File: src/design/sls_pkg.sv
// Shared constants, types and register map of the serial link sync controller
package sls_pkg;

    ////////////////////////////////////////////////////////////////////////////
    // Register byte offsets on APB
    localparam logic [7:0] ADDR_CTRL = 8'h00;
    localparam logic [7:0] ADDR_STATUS = 8'h04;
    localparam logic [7:0] ADDR_IRQ_STAT = 8'h08;
    localparam logic [7:0] ADDR_IRQ_MASK = 8'h0C;
    localparam logic [7:0] ADDR_RX_DATA = 8'h10;
    localparam logic [7:0] ADDR_TX_DATA = 8'h14;

    // Control register fields
    localparam int CTRL_W = 2;
    localparam int CTRL_SOFT_SYNC_BIT = 0;
    localparam int CTRL_LOOPBACK_BIT = 1;
    localparam logic [1:0] CTRL_RESET = 2'h0;

    // Status register fields
    localparam int STAT_LOCK_N_BIT = 0;
    localparam int STAT_SYNC_BIT = 1;
    localparam int STAT_POWERED_BIT = 2;
    localparam int STAT_OE_BIT = 3;

    // Interrupt status and mask fields
    localparam int IRQ_W = 4;
    localparam int IRQ_LOST_BIT = 0;
    localparam int IRQ_GAINED_BIT = 1;
    localparam int IRQ_RX_WORD_BIT = 2;
    localparam int IRQ_TX_WORD_BIT = 3;
    localparam logic [3:0] IRQ_MASK_RESET = 4'h0;

    ////////////////////////////////////////////////////////////////////////////
    // Framing: clock-high bit, ten data bits, clock-low bit
    localparam int DATA_W = 10;
    localparam int FRAME_W = 12;
    localparam logic [3:0] FRAME_LAST = 4'hB;
    localparam logic [11:0] SYNC_FRAME = 12'hF80;
    localparam int SYNC_MIN_SYMBOLS = 1024;
    localparam int SYNC_CNT_W = 11;
    localparam int LOSS_FRAMES = 4;
    localparam int RELOCK_FRAMES = 4;

    // Receive lock states, Gray along hunt, track, locked
    typedef enum logic [1:0]
    {
        RX_HUNT = 2'b00,
        RX_TRACK = 2'b01,
        RX_LOCKED = 2'b11
    } sls_rx_state_type;

    // Receiver status handed to the control block
    typedef struct packed
    {
        logic lock_n;
        logic word_valid;
        logic lost;
        logic gained;
        logic [9:0] data;
    } sls_rx_status_type;

endpackage

File: src/design/sls_rx_lock.sv
// Receive framing, lock detection and relock for the serial link
`timescale 1ns/100ps
module sls_rx_lock
    import sls_pkg::*;
(
    input wire logic i_clk_sys,
    input wire logic i_rstn,
    input wire logic i_powered,
    input wire logic i_serial_bit,
    output sls_rx_status_type o_status
);

    sls_rx_state_type state_reg;
    logic [11:0] shift_reg;
    logic [3:0] bit_cnt_reg;
    logic [2:0] good_cnt_reg;
    logic [2:0] bad_cnt_reg;
    logic [9:0] data_reg;
    logic valid_reg;
    logic lost_reg;
    logic gained_reg;
    logic boundary;
    logic frame_ok;
    logic sync_seen;

    // Clock-high first, clock-low last marks a good frame
    assign boundary = (bit_cnt_reg == FRAME_LAST);
    assign frame_ok = shift_reg[FRAME_W-1] & ~shift_reg[0];
    assign sync_seen = (shift_reg == SYNC_FRAME);

    // Bit window, oldest bit on the left
    always_ff @(posedge i_clk_sys or negedge i_rstn)
    begin
        if (!i_rstn)
            shift_reg <= 12'h000;
        else
            shift_reg <= {shift_reg[10:0], i_serial_bit};
    end

    // Lock state machine; powerdown forces a fresh hunt
    always_ff @(posedge i_clk_sys or negedge i_rstn)
    begin
        if (!i_rstn)
        begin
            state_reg <= RX_HUNT;
            bit_cnt_reg <= 4'h0;
            good_cnt_reg <= 3'h0;
            bad_cnt_reg <= 3'h0;
            data_reg <= 10'h000;
            valid_reg <= 1'b0;
            lost_reg <= 1'b0;
            gained_reg <= 1'b0;
        end
        else if (!i_powered)
        begin
            state_reg <= RX_HUNT;
            bit_cnt_reg <= 4'h0;
            good_cnt_reg <= 3'h0;
            bad_cnt_reg <= 3'h0;
            valid_reg <= 1'b0;
            lost_reg <= 1'b0;
            gained_reg <= 1'b0;
        end
        else
        begin
            valid_reg <= 1'b0;
            lost_reg <= 1'b0;
            gained_reg <= 1'b0;
            bit_cnt_reg <= boundary ? 4'h0 : bit_cnt_reg + 4'h1;
            case (state_reg)
                RX_HUNT:
                begin
                    // A sync symbol locks at once; otherwise slide one bit per cycle
                    if (sync_seen)
                    begin
                        state_reg <= RX_LOCKED;
                        gained_reg <= 1'b1;
                        bad_cnt_reg <= 3'h0;
                        bit_cnt_reg <= 4'h0;
                    end
                    else if (boundary && frame_ok)
                    begin
                        state_reg <= RX_TRACK;
                        good_cnt_reg <= 3'h1;
                    end
                    else if (boundary)
                        bit_cnt_reg <= FRAME_LAST;
                end
                RX_TRACK:
                begin
                    // Random-data lock needs several good frames in a row
                    if (boundary && !frame_ok)
                    begin
                        state_reg <= RX_HUNT;
                        bit_cnt_reg <= FRAME_LAST;
                    end
                    else if (boundary && good_cnt_reg == 3'(RELOCK_FRAMES - 1))
                    begin
                        state_reg <= RX_LOCKED;
                        gained_reg <= 1'b1;
                        bad_cnt_reg <= 3'h0;
                    end
                    else if (boundary)
                        good_cnt_reg <= good_cnt_reg + 3'h1;
                end
                RX_LOCKED:
                begin
                    if (boundary)
                    begin
                        data_reg <= shift_reg[10:1];
                        valid_reg <= 1'b1;
                        bad_cnt_reg <= frame_ok ? 3'h0 : bad_cnt_reg + 3'h1;
                        // Fourth bad frame in a row drops lock
                        if (!frame_ok && bad_cnt_reg == 3'(LOSS_FRAMES - 1))
                        begin
                            state_reg <= RX_HUNT;
                            lost_reg <= 1'b1;
                            bit_cnt_reg <= FRAME_LAST;
                        end
                    end
                end
                default:
                    state_reg <= RX_HUNT;
            endcase
        end
    end

    assign o_status.lock_n = (state_reg != RX_LOCKED);
    assign o_status.word_valid = valid_reg;
    assign o_status.lost = lost_reg;
    assign o_status.gained = gained_reg;
    assign o_status.data = data_reg;

endmodule // sls_rx_lock

File: src/design/sls_link_ctrl.sv
// Serial link sync controller: transmit framing, sync symbols, APB registers
//
// Contract
// - Lock is declared lost only after 4 consecutive frames with bad clock bits.
// - After loss, lock returns via resent sync symbols or slower random-data lock.
// - Each active transmit clock edge captures the 10 data pins into a register.
// - Edge-select high captures on rising transmit clock, low on falling.
// - Both serial outputs float while the serial output enable is low.
// - Powerdown low stops the transmitter, floats outputs and sleeps.
// - A sync request starts at least 1024 sync symbols on the serial output.
// - Sync symbols continue as long as the request stays high.
// - The effective sync request is the OR of the two request inputs and the control soft-sync bit.
// - Undriven test data, mode select and reset inputs read as high.
// - The lock indicator is high while unlocked and low once locked.
// - Two clock bits are embedded in every serialized word.
`timescale 1ns/100ps
module sls_link_ctrl
    import sls_pkg::*;
#(
    parameter int SYNC_MIN = SYNC_MIN_SYMBOLS
)
(
    input wire logic i_clk_sys,
    input wire logic i_rstn,
    // APB slave
    input wire logic i_psel,
    input wire logic i_penable,
    input wire logic i_pwrite,
    input wire logic [7:0] i_paddr,
    input wire logic [31:0] i_pwdata,
    output logic [31:0] o_prdata,
    output logic o_pready,
    output logic o_pslverr,
    output logic o_irq,
    // Transmit pins
    input wire logic i_transmit_clock_in,
    input wire logic i_tx_edge_select,
    input wire logic i_serial_output_enable,
    input wire logic i_powerdown_n,
    input wire logic [9:0] i_tx_data,
    input wire logic i_sync_req_a,
    input wire logic i_sync_req_b,
    output logic o_serial_p,
    output logic o_serial_n,
    output logic o_serial_oe,
    // Receive pins
    input wire logic i_serial_rx,
    output logic o_lock_n,
    output logic o_lock_n_oe,
    output logic [9:0] o_parallel_data_out,
    output logic o_rx_word_valid,
    // Test inputs: value and whether anything drives them
    input wire logic [2:0] i_test_pin,
    input wire logic [2:0] i_test_pin_driven,
    output logic [2:0] o_test_level
);

    ////////////////////////////////////////////////////////////////////////////
    // Pin synchronisers

    localparam int PIN_W = 17;

    logic [PIN_W-1:0] pin_raw;
    logic [PIN_W-1:0] pin_meta_reg;
    logic [PIN_W-1:0] pin_sync_reg;
    logic s_transmit_clock_in;
    logic s_edge_sel;
    logic s_oe;
    logic s_powered;
    logic s_sync_a;
    logic s_sync_b;
    logic s_rx;
    logic [9:0] s_data;

    assign pin_raw = {i_transmit_clock_in, i_tx_edge_select, i_serial_output_enable,
        i_powerdown_n, i_sync_req_a, i_sync_req_b, i_serial_rx, i_tx_data};

    // Two stages; only the second stage is read by logic
    always_ff @(posedge i_clk_sys or negedge i_rstn)
    begin
        if (!i_rstn)
        begin
            pin_meta_reg <= 17'h00000;
            pin_sync_reg <= 17'h00000;
        end
        else
        begin
            pin_meta_reg <= pin_raw;
            pin_sync_reg <= pin_meta_reg;
        end
    end

    assign s_transmit_clock_in = pin_sync_reg[16];
    assign s_edge_sel = pin_sync_reg[15];
    assign s_oe = pin_sync_reg[14];
    assign s_powered = pin_sync_reg[13];
    assign s_sync_a = pin_sync_reg[12];
    assign s_sync_b = pin_sync_reg[11];
    assign s_rx = pin_sync_reg[10];
    assign s_data = pin_sync_reg[9:0];

    ////////////////////////////////////////////////////////////////////////////
    // Registers and APB decode

    logic [CTRL_W-1:0] ctrl_reg;
    logic [IRQ_W-1:0] irq_stat_reg;
    logic [IRQ_W-1:0] irq_mask_reg;
    logic [31:0] prdata_reg;
    logic setup;
    logic access;
    logic wr_ctrl;
    logic wr_mask;
    logic rd_stat;
    logic mapped;
    logic [IRQ_W-1:0] irq_events;

    assign setup = i_psel & ~i_penable;
    assign access = i_psel & i_penable;
    assign mapped = (i_paddr == ADDR_CTRL) || (i_paddr == ADDR_STATUS)
        || (i_paddr == ADDR_IRQ_STAT) || (i_paddr == ADDR_IRQ_MASK)
        || (i_paddr == ADDR_RX_DATA) || (i_paddr == ADDR_TX_DATA);
    assign wr_ctrl = access & i_pwrite & (i_paddr == ADDR_CTRL);
    assign wr_mask = access & i_pwrite & (i_paddr == ADDR_IRQ_MASK);
    assign rd_stat = access & ~i_pwrite & (i_paddr == ADDR_IRQ_STAT);

    // Zero wait states; an unmapped address answers with an error
    assign o_pready = 1'b1;
    assign o_pslverr = access & ~mapped;
    assign o_prdata = prdata_reg;

    // Writable control and mask
    always_ff @(posedge i_clk_sys or negedge i_rstn)
    begin
        if (!i_rstn)
        begin
            ctrl_reg <= CTRL_RESET;
            irq_mask_reg <= IRQ_MASK_RESET;
        end
        else
        begin
            if (wr_ctrl)
                ctrl_reg <= i_pwdata[CTRL_W-1:0];
            if (wr_mask)
                irq_mask_reg <= i_pwdata[IRQ_W-1:0];
        end
    end

    ////////////////////////////////////////////////////////////////////////////
    // Transmit clock edge finding and word capture

    logic transmit_clock_in_prev_reg;
    logic transmit_clock_in_rise;
    logic transmit_clock_in_fall;
    logic capture;
    logic [9:0] tx_word_reg;
    logic tx_word_evt_reg;

    // Edges found on the synchronised copy, one sample late
    always_ff @(posedge i_clk_sys or negedge i_rstn)
    begin
        if (!i_rstn)
            transmit_clock_in_prev_reg <= 1'b0;
        else
            transmit_clock_in_prev_reg <= s_transmit_clock_in;
    end

    assign transmit_clock_in_rise = s_transmit_clock_in & ~transmit_clock_in_prev_reg;
    assign transmit_clock_in_fall = ~s_transmit_clock_in & transmit_clock_in_prev_reg;
    assign capture = s_powered & (s_edge_sel ? transmit_clock_in_rise : transmit_clock_in_fall);

    // Data must stay stable for two system clocks around the edge
    always_ff @(posedge i_clk_sys or negedge i_rstn)
    begin
        if (!i_rstn)
        begin
            tx_word_reg <= 10'h000;
            tx_word_evt_reg <= 1'b0;
        end
        else
        begin
            tx_word_evt_reg <= capture;
            if (capture)
                tx_word_reg <= s_data;
        end
    end

    ////////////////////////////////////////////////////////////////////////////
    // Sync request and minimum symbol count

    logic sync_req;
    logic sync_req_prev_reg;
    logic [SYNC_CNT_W-1:0] sync_left_reg;
    logic send_sync;
    logic frame_load;

    assign sync_req = s_sync_a | s_sync_b | ctrl_reg[CTRL_SOFT_SYNC_BIT];
    assign send_sync = sync_req | (sync_left_reg != 11'h000);

    // A new request reloads the count; each sent symbol takes one off
    always_ff @(posedge i_clk_sys or negedge i_rstn)
    begin
        if (!i_rstn)
        begin
            sync_req_prev_reg <= 1'b0;
            sync_left_reg <= 11'h000;
        end
        else if (!s_powered)
        begin
            sync_req_prev_reg <= 1'b0;
            sync_left_reg <= 11'h000;
        end
        else
        begin
            sync_req_prev_reg <= sync_req;
            if (sync_req && !sync_req_prev_reg)
                sync_left_reg <= SYNC_CNT_W'(SYNC_MIN);
            else if (frame_load && sync_left_reg != 11'h000)
                sync_left_reg <= sync_left_reg - 11'h001;
        end
    end

    ////////////////////////////////////////////////////////////////////////////
    // Frame serialiser

    logic [11:0] tx_shift_reg;
    logic [3:0] tx_cnt_reg;
    logic [11:0] next_frame;

    assign frame_load = (tx_cnt_reg == FRAME_LAST);
    // Clock bits frame every word; sync symbol replaces data when asked
    assign next_frame = send_sync ? SYNC_FRAME : {1'b1, tx_word_reg, 1'b0};

    // One bit per system clock, MSB first; halts in powerdown
    always_ff @(posedge i_clk_sys or negedge i_rstn)
    begin
        if (!i_rstn)
        begin
            tx_shift_reg <= 12'h000;
            tx_cnt_reg <= FRAME_LAST;
        end
        else if (!s_powered)
        begin
            tx_shift_reg <= 12'h000;
            tx_cnt_reg <= FRAME_LAST;
        end
        else if (frame_load)
        begin
            tx_shift_reg <= next_frame;
            tx_cnt_reg <= 4'h0;
        end
        else
        begin
            tx_shift_reg <= {tx_shift_reg[10:0], 1'b0};
            tx_cnt_reg <= tx_cnt_reg + 4'h1;
        end
    end

    // Registered pin drive; float when disabled or powered down
    always_ff @(posedge i_clk_sys or negedge i_rstn)
    begin
        if (!i_rstn)
        begin
            o_serial_p <= 1'b0;
            o_serial_n <= 1'b1;
            o_serial_oe <= 1'b0;
        end
        else
        begin
            o_serial_p <= tx_shift_reg[FRAME_W-1];
            o_serial_n <= ~tx_shift_reg[FRAME_W-1];
            o_serial_oe <= s_oe & s_powered;
        end
    end

    ////////////////////////////////////////////////////////////////////////////
    // Receiver

    sls_rx_status_type rx_status;
    logic rx_bit;

    // Loopback lets software check the framing without a partner
    assign rx_bit = ctrl_reg[CTRL_LOOPBACK_BIT] ? tx_shift_reg[FRAME_W-1] : s_rx;

    sls_rx_lock u_rx_lock
    (
        .i_clk_sys(i_clk_sys),
        .i_rstn(i_rstn),
        .i_powered(s_powered),
        .i_serial_bit(rx_bit),
        .o_status(rx_status)
    );

    // Lock pin floats in powerdown; stays high otherwise until locked
    always_ff @(posedge i_clk_sys or negedge i_rstn)
    begin
        if (!i_rstn)
        begin
            o_lock_n <= 1'b1;
            o_lock_n_oe <= 1'b0;
            o_parallel_data_out <= 10'h000;
            o_rx_word_valid <= 1'b0;
        end
        else
        begin
            o_lock_n <= rx_status.lock_n;
            o_lock_n_oe <= s_powered;
            o_rx_word_valid <= rx_status.word_valid;
            if (rx_status.word_valid)
                o_parallel_data_out <= rx_status.data;
        end
    end

    ////////////////////////////////////////////////////////////////////////////
    // Interrupts: sticky, cleared by reading, a new event beats the clear

    always_comb
    begin
        irq_events = '0;
        irq_events[IRQ_LOST_BIT] = rx_status.lost;
        irq_events[IRQ_GAINED_BIT] = rx_status.gained;
        irq_events[IRQ_RX_WORD_BIT] = rx_status.word_valid;
        irq_events[IRQ_TX_WORD_BIT] = tx_word_evt_reg;
    end

    always_ff @(posedge i_clk_sys or negedge i_rstn)
    begin
        if (!i_rstn)
            irq_stat_reg <= 4'h0;
        else if (rd_stat)
            irq_stat_reg <= (irq_stat_reg & ~prdata_reg[IRQ_W-1:0]) | irq_events;
        else
            irq_stat_reg <= irq_stat_reg | irq_events;
    end

    always_ff @(posedge i_clk_sys or negedge i_rstn)
    begin
        if (!i_rstn)
            o_irq <= 1'b0;
        else
            o_irq <= |(irq_stat_reg & irq_mask_reg);
    end

    ////////////////////////////////////////////////////////////////////////////
    // Read data captured in the setup phase, ready for the access phase

    always_ff @(posedge i_clk_sys or negedge i_rstn)
    begin
        if (!i_rstn)
            prdata_reg <= 32'h00000000;
        else if (setup && !i_pwrite)
        begin
            prdata_reg <= 32'h00000000;
            case (i_paddr)
                ADDR_CTRL:
                    prdata_reg[CTRL_W-1:0] <= ctrl_reg;
                ADDR_STATUS:
                begin
                    prdata_reg[STAT_LOCK_N_BIT] <= rx_status.lock_n;
                    prdata_reg[STAT_SYNC_BIT] <= send_sync;
                    prdata_reg[STAT_POWERED_BIT] <= s_powered;
                    prdata_reg[STAT_OE_BIT] <= o_serial_oe;
                end
                ADDR_IRQ_STAT:
                    prdata_reg[IRQ_W-1:0] <= irq_stat_reg;
                ADDR_IRQ_MASK:
                    prdata_reg[IRQ_W-1:0] <= irq_mask_reg;
                ADDR_RX_DATA:
                    prdata_reg[DATA_W-1:0] <= rx_status.data;
                ADDR_TX_DATA:
                    prdata_reg[DATA_W-1:0] <= tx_word_reg;
                default:
                    prdata_reg <= 32'h00000000;
            endcase
        end
    end

    ////////////////////////////////////////////////////////////////////////////
    // Test inputs: modelled pull-ups when nothing drives them

    genvar gi;
    generate
        for (gi = 0; gi < 3; gi++)
        begin : g_pullup
            assign o_test_level[gi] = i_test_pin_driven[gi] ? i_test_pin[gi] : 1'b1;
        end
    endgenerate

endmodule // sls_link_ctrl

File: config.mk
export PLATFORM = sky130hd
export DESIGN_NAME = sls_link_ctrl
export DESIGN_NICKNAME = d
export VERILOG_FILES = /design/src/design/sls_pkg.sv /design/src/design/sls_rx_lock.sv /design/src/design/sls_link_ctrl.sv
export SDC_FILE = /design/constraint.sdc
export NUM_CORES = 1
export LEC_CHECK = 0
export BUFFER_PORTS_ARGS = -buffer_cell sky130_fd_sc_hd__buf_2
export CORE_MARGIN = 1
export CORE_UTILIZATION = 43
export CTS_CLUSTER_SIZE = 16
export DETAILED_ROUTE_END_ITERATION = 10
export PLACE_DENSITY = 0.67
export SLEW_MARGIN = 30
export SYNTH_ARGS = -nofsm -noshare
export SYNTH_HDL_FRONTEND = slang
export SYNTH_SLANG_ARGS = --single-unit
File: constraint.sdc
create_clock -name i_clk_sys -period 1.9 [get_ports i_clk_sys]
set_input_delay 0.095 -clock i_clk_sys [delete_from_list [all_inputs] [get_ports i_clk_sys]]
set_output_delay 0.095 -clock i_clk_sys [all_outputs]
set_load 0.01 [all_outputs]
# Word-level counts from Yosys, hierarchy flattened
# Index checks and enable logic that the tools add are counted.
dict set report word_totals {
  mem_bits_ro 0
  ramBits 0
  ff_bits 148
  latch_bits 0
  wordCells 174
  mem_count 0
}
dict set report op_classes {
  bitwise_logic 28
  order_cmp 0
  n_addsub 5
  mux 61
  n_mul 0
  n_div 0
  shifts 0
  eq_ne 27
  reduce_logical 23
}
# op count
set op_table {}
lappend op_table {{two-way mux 11 bit} 4}
lappend op_table {{two-way mux 4 bit} 11}
lappend op_table {{two-way mux 3 bit} 12}
lappend op_table {{two-way mux 12 bit} 2}
lappend op_table {{inequality test 3 x 2 -> 1 bit (second input constant)} 6}
lappend op_table {{two-way mux 1 bit} 17}
lappend op_table {{equality test 8 x 4 -> 1 bit (second input constant)} 2}
lappend op_table {{equality test 8 x 5 -> 1 bit (second input constant)} 2}
lappend op_table {{two-way mux 2 bit} 7}
lappend op_table {{AND 1 bit} 13}
lappend op_table {{equality test 12 bit (second input constant)} 1}
lappend op_table {{case mux 2 bit (6 select lines)} 1}
lappend op_table {{case mux 4 bit (3 select lines)} 1}
lappend op_table {{case mux 6 bit (2 select lines)} 1}
lappend op_table {{nonzero test 11 bit} 1}
lappend op_table {{subtractor 11 x 1 -> 11 bit (second input constant)} 1}
lappend op_table {{case mux 2 bit (5 select lines)} 1}
lappend op_table {{inequality test 3 bit (second input constant)} 3}
lappend op_table {{case mux 3 bit (3 select lines)} 1}
lappend op_table {{adder 4 x 1 -> 4 bit (second input constant)} 2}
lappend op_table {{AND 4 bit} 2}
lappend op_table {{equality test 4 bit (second input constant)} 2}
lappend op_table {{equality test 8 x 3 -> 1 bit (second input constant)} 1}
lappend op_table {{logical NOT 8 bit} 1}
lappend op_table {{24 further kinds} 49}

# Longest topological paths before layout
# Gate-level depths: netlist (run 1).
dict set report logic_depth {
  ltp_word 8
  mapped_depth 7
  ltp_nobuf 6
}

# Cells and area by module
# A second synthesis (run 1) with hierarchy kept.
dict set report unflattened {
  cells_unflattened 471
  area_unflattened_um2 5957.0
}
# module area_per_inst_um2 seq_area_each_um2 instances cells_each
set modules_own_cells {}
lappend modules_own_cells {sls_link_ctrl 4411.7 2758.9 1 350}
lappend modules_own_cells {sls_rx_lock 1545.2 925.9 1 121}

# Least setup slack after synthesis (run 1)
# Ideal clock, no wire load.
dict set report synth_timing {
  kind {reg-to-reg}
  from {register sync_left_reg[0]}
  to {register tx_shift_reg[10]}
  path_buffers 0
  setup_slack_ns -0.185
  t_arrival_ns 1.962
  period_less_slack_ns 2.085
  t_required_ns 1.777
  path_stages_with_launch 7
  path_cell_list {dfrtp_1 -> inv_1 -> ha_1 -> or4b_2 -> nor4_4 -> nand2_2 -> o221a_1}
}
dict set report synth_between {
  elab_chain_len 5
}
# item line
set synth_lines {}
lappend synth_lines {{from (decl)} sls_link_ctrl.sv:192} ;# logic [SYNC_CNT_W-1:0] sync_left_reg;
lappend synth_lines {{from (signal assigned)} sls_link_ctrl.sv:216} ;# sync_left_reg <= SYNC_CNT_W'(SYNC_MIN);
lappend synth_lines {{from (signal assigned)} sls_link_ctrl.sv:218} ;# sync_left_reg <= sync_left_reg - 11'h001;
lappend synth_lines {{nonzero test 11 bit} sls_link_ctrl.sv:197} ;# assign send_sync = sync_req | (sync_left_reg != 11'h000);
lappend synth_lines {{OR 1 bit} sls_link_ctrl.sv:197}
lappend synth_lines {{two-way mux 11 bit} sls_link_ctrl.sv:231} ;# assign next_frame = send_sync ? SYNC_FRAME : {1'b1, tx_word_reg, 1'b0};
lappend synth_lines {{two-way mux 12 bit} sls_link_ctrl.sv:246} ;# else if (frame_load)
lappend synth_lines {{two-way mux 12 bit} sls_link_ctrl.sv:241} ;# else if (!s_powered)
lappend synth_lines {{to (signal assigned)} sls_link_ctrl.sv:248} ;# tx_shift_reg <= next_frame;
lappend synth_lines {{to (signal assigned)} sls_link_ctrl.sv:253} ;# tx_shift_reg <= {tx_shift_reg[10:0], 1'b0};
lappend synth_lines {{to (decl)} sls_link_ctrl.sv:225} ;# logic [11:0] tx_shift_reg;
# Every way passes these cells.
# A chain may end at the register's enable or synchronous reset.

# Final worst setup path (run 1)
dict set report layout_timing {
  from {register sync_left_reg[1]}
  to {register sync_left_reg[3]}
}
dict set report layout_between {
  elab_chain_len 4
  elab_cells_between_ends 7
}
# item line
set layout_lines {}
lappend layout_lines {{subtractor 11 x 1 -> 11 bit} sls_link_ctrl.sv:218}
lappend layout_lines {{two-way mux 11 bit} sls_link_ctrl.sv:217} ;# else if (frame_load && sync_left_reg != 11'h000)
lappend layout_lines {{two-way mux 11 bit} sls_link_ctrl.sv:215} ;# if (sync_req && !sync_req_prev_reg)
lappend layout_lines {{two-way mux 11 bit} sls_link_ctrl.sv:207} ;# else if (!s_powered)
# Parallel ways exist; a longest one is shown, timed or not. The select of a mux whose other input is x is not followed.

==> metrics.yaml, run 1 <==
yosys:
  syn_area_um2: 6080
  synth_top_family_by_area: "simple AND/OR/NAND/NOR gates"
  synthAdderAreaFrac_pct: 2.26
  synth_cell_types: 66
  synth_compound_area_share_pct: 10.1
  ys_seq_area_share_pct: 60.6
  synthCells: 481
  synth_xor_area_share_pct: 0.432
  synth_top_flop_cell: "dfrtp_1"
  synth_edf_count: 0
  synth.avg_cell_area_um2: 12.6
  synthSimpleGateAreaFrac_pct: 11.6
  async_flop_share_pct: 100
  ys_ff_latch: 147
  yosysWarnings: 0
  synth_top_area_cell: "dfrtp_1"
  synth.area.mux_share_pct: 9.98
  synth.area.top_cells: "dfrtp_1, mux2_2, buf_4"
  synth_top_area_share_pct: 58.4
global_route:
  grt_pass1_vias: 4095
  antenna_found_initial: 2
  grt_start_max_net_pins: 50
  grt_pass1_wl_um: 20500
  grt-ovfl-total: 0
  grt_usage_pct: 18.8
route:
  avgRoutedWirePerCell_um: 15.6
  vias: 4179
  drc_errors: 0
  vias_per_cell: 5.13
  wl_met2_um: 6200
  drt_iter0_markers: 264
  antenna_left: 0
  met1_length_um: 5580
  firstDrtPassIters: 4
  top_layer: "met5"
  wl_um: 12700
  met3_length_um: 608
timing:
  clock_skew_ns: 0.0118
  period_minus_slack_ns: 1.96
  max_freq_mhz: 510
  setup_tns_ns: -0.363
  period_share_pct: 103
  maxSlewHeadroom_pct: 43.2
  rsz0062_at_grt: "yes"
  setup_slack_ns: -0.0609
  worstMarginPinSlew_ns: 0.846
  setup_viol: 16
  slew_viol_final: 0
  holdWs_ns: 0.0884
  final_hold_viol_count: 0
final_layout:
  drive_gt1_share_pct: 35.6
  fillCellCount: 1141
  diodes: 0
  final_common_cell: "dfrtp_1"
  multi_input_area_um2: 2260
  regArea_um2: 3680
  fin_cells: 814
  nets: 700
  layout_common_cells: "dfrtp_1, buf_2, mux2_2"
  area_delta_synth_final_pct: 28.1
clock_network:
  root_buffer: "clkbuf_16"
  clk_latency_ns: 0.42
  numClockSinks: 147
  clk_pin_slew_ns: 0.06
  cts_max_level: 4
  cts_tree: "built"
  clock_path_buffers: 2
  cts_buffers: 17
power:
  leakage_uw: 0.00365
  ir_drop_uv: 713
  totalPowerFinal_uw: 8330
  power.density_nw_per_um2: 1070
worst_setup_path:
  crit_family: "compound AO/OA/AOI/OAI gates"
  path_cells: "inv_1 -> ha_2 -> or4b_4 -> buf_6 -> o31a_1 -> a21bo_2 -> a21oi_2"
  timing_worst_setup_path_type: "reg -> reg"
  crit_fanout: 5
  crit_path_top_delay_cell: "or4b_4"
  crit_required_ns: 2.25
  critPathMaxStageDelay_ns: 0.46
  cp-end-kind: "flop"
  critPathLaunchType: "flop"
  rrSetupSlack_ns: -0.06
  worst-path-buf-inv: 2
  critPathArrivalTime_ns: 2.31
floorplan:
  coreArea_um2: 13800
  initial_utilization_pct: 44.0
  die_w_um: 121
  die_h_um: 121
  io_pins: 122
  die-area_um2: 14600
  std_cell_rows: 43
status:
  violations: "negative setup slack"
  status: "finished, violations left"
placement:
  hpwlAfterDp_um: 8780
  placement.io_buffers: 70
  globalplace.congestion: 0.851
  dp_cells: 751
run:
  maxCapViolations: 0
hold_path:
  hold_path.class: "in -> reg"
worst paths after layout:
| path | from | end | cells after the start |
|---|---|---|---|
| max | sync_left_reg[1]$_DFFE_PN0P_ | sync_left_reg[3]$_DFFE_PN0P_ | 7 |
| min | i_paddr[0] | o_prdata[1]$_DFFE_PN0P_ | 4 |
| max reg2reg | sync_left_reg[1]$_DFFE_PN0P_ | sync_left_reg[3]$_DFFE_PN0P_ | 7 |
| min reg2reg | pin_meta_reg[1]$_DFF_PN0_ | pin_sync_reg[1]$_DFF_PN0_ | 0 |
| max in group asynchronous | i_rstn | pin_meta_reg[1]$_DFF_PN0_ | 3 |
| min in group asynchronous | i_rstn | sync_left_reg[5]$_DFFE_PN0P_ | 2 |
what timing repair did:
item / CTS / global route
setup buffers: 6 / 3
hold buffers: 22 / 0
endpoints found under the setup margin: 19 / 37
pin swaps: 10 / 8
gates resized for setup: 10 / 12
endpoints found under the hold margin: 69 / 0
final cells by class:
class / instances / area share, %
clock inverter: 13 / 1.91
sequential: 147 / 47.3
timing repair buffer: 140 / 12.4
multi-input combinational: 301 / 29.0
inverter: 14 / 0.675
clock buffer: 19 / 5.81
tap: 180 / 2.89
layer usage:
| metal | up-vias | track usage (%) |
|---|---|---|
| met5 | - | 0 |
| met4 | 2 | 8.26 |
| met3 | 25 | 5.69 |
| met2 | 127 | 29.5 |
| met1 | 2061 | 24.0 |
| li1 | 1964 | - |
power by group:
group          total, µW  switching (µW)  internal, µW
clock network       3350            1330          2020
registers           3580             193          3390
logic               1390             702           691
total               8330            2220          6100
kinds of logic after synthesis:
logic type	count (synthesis)
buf+inv	54
fa+ha+maj	11
flops	147
xor+xnor	3
other cells	2
simple gates	125
mux	55
compound gates	84
cell usage after synthesis (2+ instances only):
cell,number
or2_2,3
nor3b_1,7
o31ai_1,2
nor2b_1,4
a21oi_1,14
a31oi_1,5
mux2i_1,10
or3_1,9
or4_1,2
nor2_1,22
a211oi_1,2
and2_1,3
nor4_1,4
ha_1,11
xnor2_1,2
a22oi_1,11
nand2_1,25
clkbuf_1,12
o21ai_0,14
nand3b_1,5
and3_1,3
nand2b_1,8
dfstp_2,5
dfrtp_1,142
nand4_1,2
and3b_1,2
a21boi_0,6
buf_4,23
nor3_1,10
conb_1,2
mux2_2,45
a21o_1,4
buf_2,4
o211ai_1,3
nand3_1,8
o221a_1,4
inv_1,14
tightest hold or removal path, cell delays in order:
cell	delay (ns)
buf_2	0.12
nor3_1	0.08
nand2_1	0.06
a41oi_1	0.11
metrics by stage:
step	setup slack, ns	instance area [µm²]	utilization, %
2_1_floorplan	-0.112	6170	-
3_3_place_gp	-0.0441	6820	49.3
3_5_place_dp	-0.0756	6820	49.3
4_1_cts	-0.0706	7710	55.8
5_1_grt	-0.127	7790	56.3
6_report	-0.0609	7790	56.3
Note: power is estimated with default switching activity, not from simulation.
==> run 2, diff against run 1 <==
--- a/config.mk
+++ b/config.mk
@@ -11,6 +11,7 @@
 export CTS_CLUSTER_SIZE = 16
 export DETAILED_ROUTE_END_ITERATION = 10
 export PLACE_DENSITY = 0.67
+export SKIP_LAST_GASP = 1
 export SLEW_MARGIN = 30
 export SYNTH_ARGS = -nofsm -noshare
 export SYNTH_HDL_FRONTEND = slang
==> run 2 against run 1 <==
  * Flip-flop and latch count stayed put
  * Setup slack improved by 0.0040 ns
  * The run still ends with negative setup slack left
  * Register-to-register slack about the same
  * Largest cell class unchanged
==> metrics.yaml, run 2 (synthesis gave the netlist of run 1 again) <==
timing:
  rsz0062_at_grt: "yes"  # unchanged
  holdWs_ns: 0.0890  # was 0.0884 ns
  worstMarginPinSlew_ns: 0.846  # about the same
  setup_viol: 14  # was 16
  final_hold_viol_count: 0  # unchanged
  setup_tns_ns: -0.310  # was -0.363 ns
  slew_viol_final: 0  # unchanged
  period_share_pct: 103  # about the same
  setup_slack_ns: -0.0569  # was -0.0609 ns
  maxSlewHeadroom_pct: 43.2  # about the same
  period_minus_slack_ns: 1.96  # about the same
  clock_skew_ns: 0.0121  # was 0.0118 ns
  max_freq_mhz: 511  # was 510 MHz
route:
  vias_per_cell: 5.11  # was 5.13
  antenna_left: 0  # unchanged
  drt_iter0_markers: 219  # was 264
  avgRoutedWirePerCell_um: 15.6  # about the same
  vias: 4163  # was 4179
  firstDrtPassIters: 4  # unchanged
  drc_errors: 0  # unchanged
  wl_um: 12700  # about the same
placement:
  hpwlAfterDp_um: 8780  # unchanged
  placement.io_buffers: 70  # unchanged
  globalplace.congestion: 0.851  # unchanged
  post-place-ws_ns: -0.0756  # unchanged
  placed_area_um2: 6820  # unchanged
run:
  maxCapViolations: 0  # unchanged
worst_setup_path:
  critPathMaxStageDelay_ns: 0.47  # was 0.46 ns
  critPathLaunchType: "flop"  # unchanged
  critPathArrivalTime_ns: 2.31  # about the same
  path_cells: "inv_1 -> ha_2 -> or4b_4 -> buf_6 -> o31a_1 -> a21bo_2 -> a21oi_2"  # unchanged
  crit_fanout: 5  # unchanged
  timing_worst_setup_path_type: "reg -> reg"  # unchanged
  crit_path_top_delay_cell: "or4b_4"  # unchanged
  cp-end-kind: "flop"  # unchanged
  crit_required_ns: 2.25  # about the same
  ff2ff_path_depth: 7  # unchanged
power:
  ir_drop_uv: 714  # was 713 µV
  leakage_uw: 0.00365  # about the same
  power.density_nw_per_um2: 1070  # about the same
status:
  status: "finished, violations left"  # unchanged
  violations: "negative setup slack"  # unchanged
final_layout:
  fin_util_pct: 56.2  # was 56.3%
  nets: 700  # unchanged
  design_area_um2: 7780  # was 7790 µm²
  fillCellCount: 1142  # was 1141
  drive_gt1_share_pct: 35.2  # was 35.6%
  final_common_cell: "dfrtp_1"  # unchanged
  layout_common_cells: "dfrtp_1, buf_2, mux2_2"  # unchanged
  area_delta_synth_final_pct: 27.9  # was 28.1%
  diodes: 0  # unchanged
floorplan:
  die-area_um2: 14600  # unchanged
  coreArea_um2: 13800  # unchanged
  die_h_um: 121  # unchanged
  io_pins: 122  # unchanged
  std_cell_rows: 43  # unchanged
  initial_utilization_pct: 44.0  # unchanged
  die_w_um: 121  # unchanged
clock_network:
  numClockSinks: 147  # unchanged
  clk_pin_slew_ns: 0.06  # about the same
  cts_buffers: 17  # unchanged
  clk_latency_ns: 0.42  # about the same
  cts_tree: "built"  # unchanged
  cts_max_level: 4  # unchanged
  clock_path_buffers: 2  # unchanged
  root_buffer: "clkbuf_16"  # unchanged
global_route:
  antenna_found_initial: 2  # unchanged
  grt_pass1_vias: 4094  # was 4095
  grt_start_max_net_pins: 50  # unchanged
  grt-ovfl-total: 0  # unchanged
  grt_pass1_wl_um: 20500  # unchanged
  grt_usage_pct: 18.8  # unchanged
hold_path:
  whs_path_depth: 4  # unchanged
  hold_path.class: "in -> reg"  # unchanged
run 2: path summary, 6_finish.rpt:
path                                              start                      endpoint  slack [ns]
min in group asynchronous                        i_rstn  sync_left_reg[5]$_DFFE_PN0P_        0.18
hold reg to reg               pin_meta_reg[1]$_DFF_PN0_     pin_sync_reg[1]$_DFF_PN0_        0.35
setup / recovery           sync_left_reg[1]$_DFFE_PN0P_  sync_left_reg[3]$_DFFE_PN0P_       -0.06
hold / removal                               i_paddr[0]       o_prdata[1]$_DFFE_PN0P_        0.09
max in group asynchronous                        i_rstn     pin_meta_reg[1]$_DFF_PN0_        1.03
setup reg to reg           sync_left_reg[1]$_DFFE_PN0P_  sync_left_reg[3]$_DFFE_PN0P_       -0.06
run 2: area by class of cell:
class	instances	area (µm²)	area share [%]
clock inverters	13	149	1.91
flip-flops and latches	147	3680	47.4
repair buffers	140	970	12.5
multi-input cells	301	2240	28.8
clock buffers	19	453	5.82
well taps	180	225	2.90
inverters	14	52.6	0.676
run 2: worst max-delay path: cells and delay by family, from the launching register on:
| kind | cells | cell delay (ns) |
|---|---|---|
| compound gates | 3 | 0.67 |
| fa+ha+maj | 1 | 0.16 |
| buf+inv | 2 | 0.20 |
| flops | 1 | 0.38 |
| simple gates | 1 | 0.47 |
run 2: timing repair:
action / CTS / global route
setup endpoints to repair: 19 / 37
resized for setup: 9 / 10
buffers inserted: 6 / 3
endpoints found under the hold margin: 69 / 0
pin swaps: 8 / 9
hold buffers: 22 / 0
run 2: metrics by stage:
| step | total power [µW] | instances |
|---|---|---|
| final | 8310 | 814 |
| after global routing | 8680 | 814 |
| after CTS | 8310 | 811 |
| after detailed placement | 4840 | 751 |
| after global placement | 4780 | 751 |
| after floorplan | 4390 | 502 |
run 2: per-layer routing:
metal | share of wire, % | wire length, µm | global-route usage (%)
met5 | 0.079 | 10 | 0
met1 | 44 | 5590 | 23.9
met4 | 2.1 | 272 | 8.26
met3 | 4.4 | 562 | 5.69
met2 | 49 | 6250 | 29.5
run 2: power breakdown:
| group | total, µW | internal, µW | switching (µW) |
|---|---|---|---|
| clock | 3350 | 2020 | 1330 |
| sequential | 3580 | 3390 | 191 |
| combinational | 1380 | 681 | 697 |
| total | 8310 | 6090 | 2210 |
==> run 3, diff against run 2 <==
--- a/config.mk
+++ b/config.mk
@@ -7,10 +7,10 @@
 export LEC_CHECK = 0
 export BUFFER_PORTS_ARGS = -buffer_cell sky130_fd_sc_hd__buf_2
 export CORE_MARGIN = 1
-export CORE_UTILIZATION = 43
+export CORE_UTILIZATION = 25
 export CTS_CLUSTER_SIZE = 16
 export DETAILED_ROUTE_END_ITERATION = 10
-export PLACE_DENSITY = 0.67
+export MAX_ROUTING_LAYER = met4
 export SKIP_LAST_GASP = 1
 export SLEW_MARGIN = 30
 export SYNTH_ARGS = -nofsm -noshare
==> run 3 against run 2 <==
  * The flow still finishes with violations (negative setup slack)
  * Die area is 71% higher
  * Flip-flop and latch count stayed put
  * Sequential share of layout area is 1.5 points lower
  * Final cell count is 18% higher
  * Setup slack worse by 0.0031 ns
  * Largest cell class unchanged
  * Highest routed layer is now met4
==> metrics.yaml, run 3 (synthesis gave the netlist of run 1 again) <==
clock_network:
  cts_tree: "built"  # unchanged
  numClockSinks: 147  # unchanged
  root_buffer: "clkbuf_16"  # unchanged
  cts_max_level: 4  # unchanged
  clock_path_buffers: 2  # unchanged
  clk_pin_slew_ns: 0.06  # about the same
  clk_latency_ns: 0.42  # about the same
  cts_buffers: 17  # unchanged
global_route:
  grt_pass1_vias: 4069  # was 4094
  grt_usage_pct: 12.0  # was 18.8%
  grt_pass1_wl_um: 21900  # was 20500 µm
  antenna_found_initial: 3  # was 2
  grt-ovfl-total: 0  # unchanged
  grt_start_max_net_pins: 54  # was 50
final_layout:
  fillCellCount: 2428  # was 1142
  nets: 703  # was 700
  fin_cells: 958  # was 814
  drive_gt1_share_pct: 36.2  # was 35.2%
  final_common_cell: "dfrtp_1"  # unchanged
  fin_util_pct: 33.9  # was 56.2%
  area_delta_synth_final_pct: 31.9  # was 27.9%
  layout_common_cells: "dfrtp_1, buf_2, buf_4"  # was dfrtp_1, buf_2, mux2_2
placement:
  post-place-ws_ns: -0.0987  # was -0.0756 ns
  placement.io_buffers: 70  # unchanged
  dp_cells: 895  # was 751
  hpwlAfterDp_um: 9800  # was 8780 µm
  globalplace.congestion: 0.847  # was 0.851
timing:
  period_minus_slack_ns: 1.96  # about the same
  max_freq_mhz: 510  # was 511 MHz
  period_share_pct: 103  # about the same
  slew_viol_final: 0  # unchanged
  clock_skew_ns: 0.00647  # was 0.0121 ns
  final_hold_viol_count: 0  # unchanged
  setup_viol: 15  # was 14
  setup_slack_ns: -0.0600  # was -0.0569 ns
  maxSlewHeadroom_pct: 44.4  # was 43.2%
  rsz0062_at_grt: "yes"  # unchanged
  worstMarginPinSlew_ns: 0.829  # was 0.846 ns
route:
  antenna_left: 0  # unchanged
  avgRoutedWirePerCell_um: 14.2  # was 15.6 µm
  drc_errors: 0  # unchanged
  drt_iter0_markers: 142  # was 219
  firstDrtPassIters: 5  # was 4
  vias: 4070  # was 4163
  vias_per_cell: 4.25  # was 5.11
  wl_um: 13600  # was 12700 µm
status:
  violations: "negative setup slack"  # unchanged
  status: "finished, violations left"  # unchanged
power:
  power.density_nw_per_um2: 1060  # was 1070 nW/µm²
  leakage_uw: 0.00368  # was 0.00365 µW
  ir_drop_uv: 583  # was 714 µV
floorplan:
  coreArea_um2: 23700  # was 13800 µm²
  die_h_um: 158  # was 121 µm
  initial_utilization_pct: 25.7  # was 44.0%
  io_pins: 122  # unchanged
  die_w_um: 158  # was 121 µm
  std_cell_rows: 56  # was 43
  die-area_um2: 25000  # was 14600 µm²
worst_setup_path:
  crit_fanout: 5  # unchanged
  timing_worst_setup_path_type: "reg -> reg"  # unchanged
  cp-end-kind: "flop"  # unchanged
  crit_required_ns: 2.25  # about the same
  critPathLaunchType: "flop"  # unchanged
  critPathArrivalTime_ns: 2.31  # about the same
hold_path:
  hold_path.class: "in -> reg"  # unchanged
run:
  maxCapViolations: 0  # unchanged
==> run 3: final timing paths <==
kind / cells after the start / slack (ns) / startpoint / to
min reg2reg: 0 / 0.35 / pin_meta_reg[11]$_DFF_PN0_ / pin_sync_reg[11]$_DFF_PN0_
max reg2reg: 7 / -0.06 / sync_left_reg[0]$_DFFE_PN0P_ / sync_left_reg[3]$_DFFE_PN0P_
max in group asynchronous: 3 / 1.03 / i_rstn / tx_cnt_reg[3]$_DFF_PN1_
max: 7 / -0.06 / sync_left_reg[0]$_DFFE_PN0P_ / sync_left_reg[3]$_DFFE_PN0P_
min: 4 / 0.11 / i_paddr[0] / o_prdata[1]$_DFFE_PN0P_
min in group asynchronous: 2 / 0.19 / i_rstn / o_parallel_data_out[8]$_DFFE_PN0P_
==> run 3: area by class of cell <==
class	instances	area, µm²	area share, %
diodes	3	7.51	0.0936
repair buffers	143	983	12.3
clock buffers	20	457	5.69
well taps	319	399	4.98
flip-flops and latches	147	3680	45.9
multi-input cells	301	2260	28.2
inverters	14	52.6	0.655
clock inverters	11	175	2.18
==> run 3: repair_timing <==
item                                   CTS  global route
hold buffers                            22             0
cloned                                   0             0
endpoints found under the hold margin   72             0
buffers inserted                         3             4
setup endpoints to repair               17            29
gates resized for setup                  7            21
pin swaps                                6            13
==> run 3: critical path, stage by stage, from the launching register on <==
cell and delay (ns):
dfrtp_1 0.37, inv_1 0.06, ha_2 0.19, or4b_4 0.47, buf_6 0.14, o31a_1 0.31
a21bo_2 0.22, a21oi_2 0.12
==> run 3: report_power, final <==
group / internal (µW) / total (µW) / switching, µW
combinational: 695 / 1410 / 710
sequential: 3390 / 3580 / 186
clock: 2270 / 3550 / 1290
total: 6350 / 8540 / 2180
==> run 3: metrics by stage <==
step / total power (µW) / setup TNS (ns) / area (µm²) / hold slack [ns]
floorplan: 4390 / -0.554 / 6170 / -0.201
global placement: 4840 / -0.709 / 7020 / 0.0810
detailed placement: 4870 / -0.941 / 7020 / 0.0796
CTS: 8550 / -0.669 / 7910 / 0.0849
global route: 8930 / -2.15 / 8020 / 0.118
finish: 8540 / -0.615 / 8020 / 0.109
==> run 3: layer usage <==
metal | track usage [%] | vias up | part of all wire (%)
li1 | - | 1959 | -
met1 | 15.2 | 2018 | 47
met3 | 2.68 | 18 | 3.4
met5 | - | - | 0
met4 | 5.04 | 0 | 1.6
met2 | 18.6 | 75 | 48
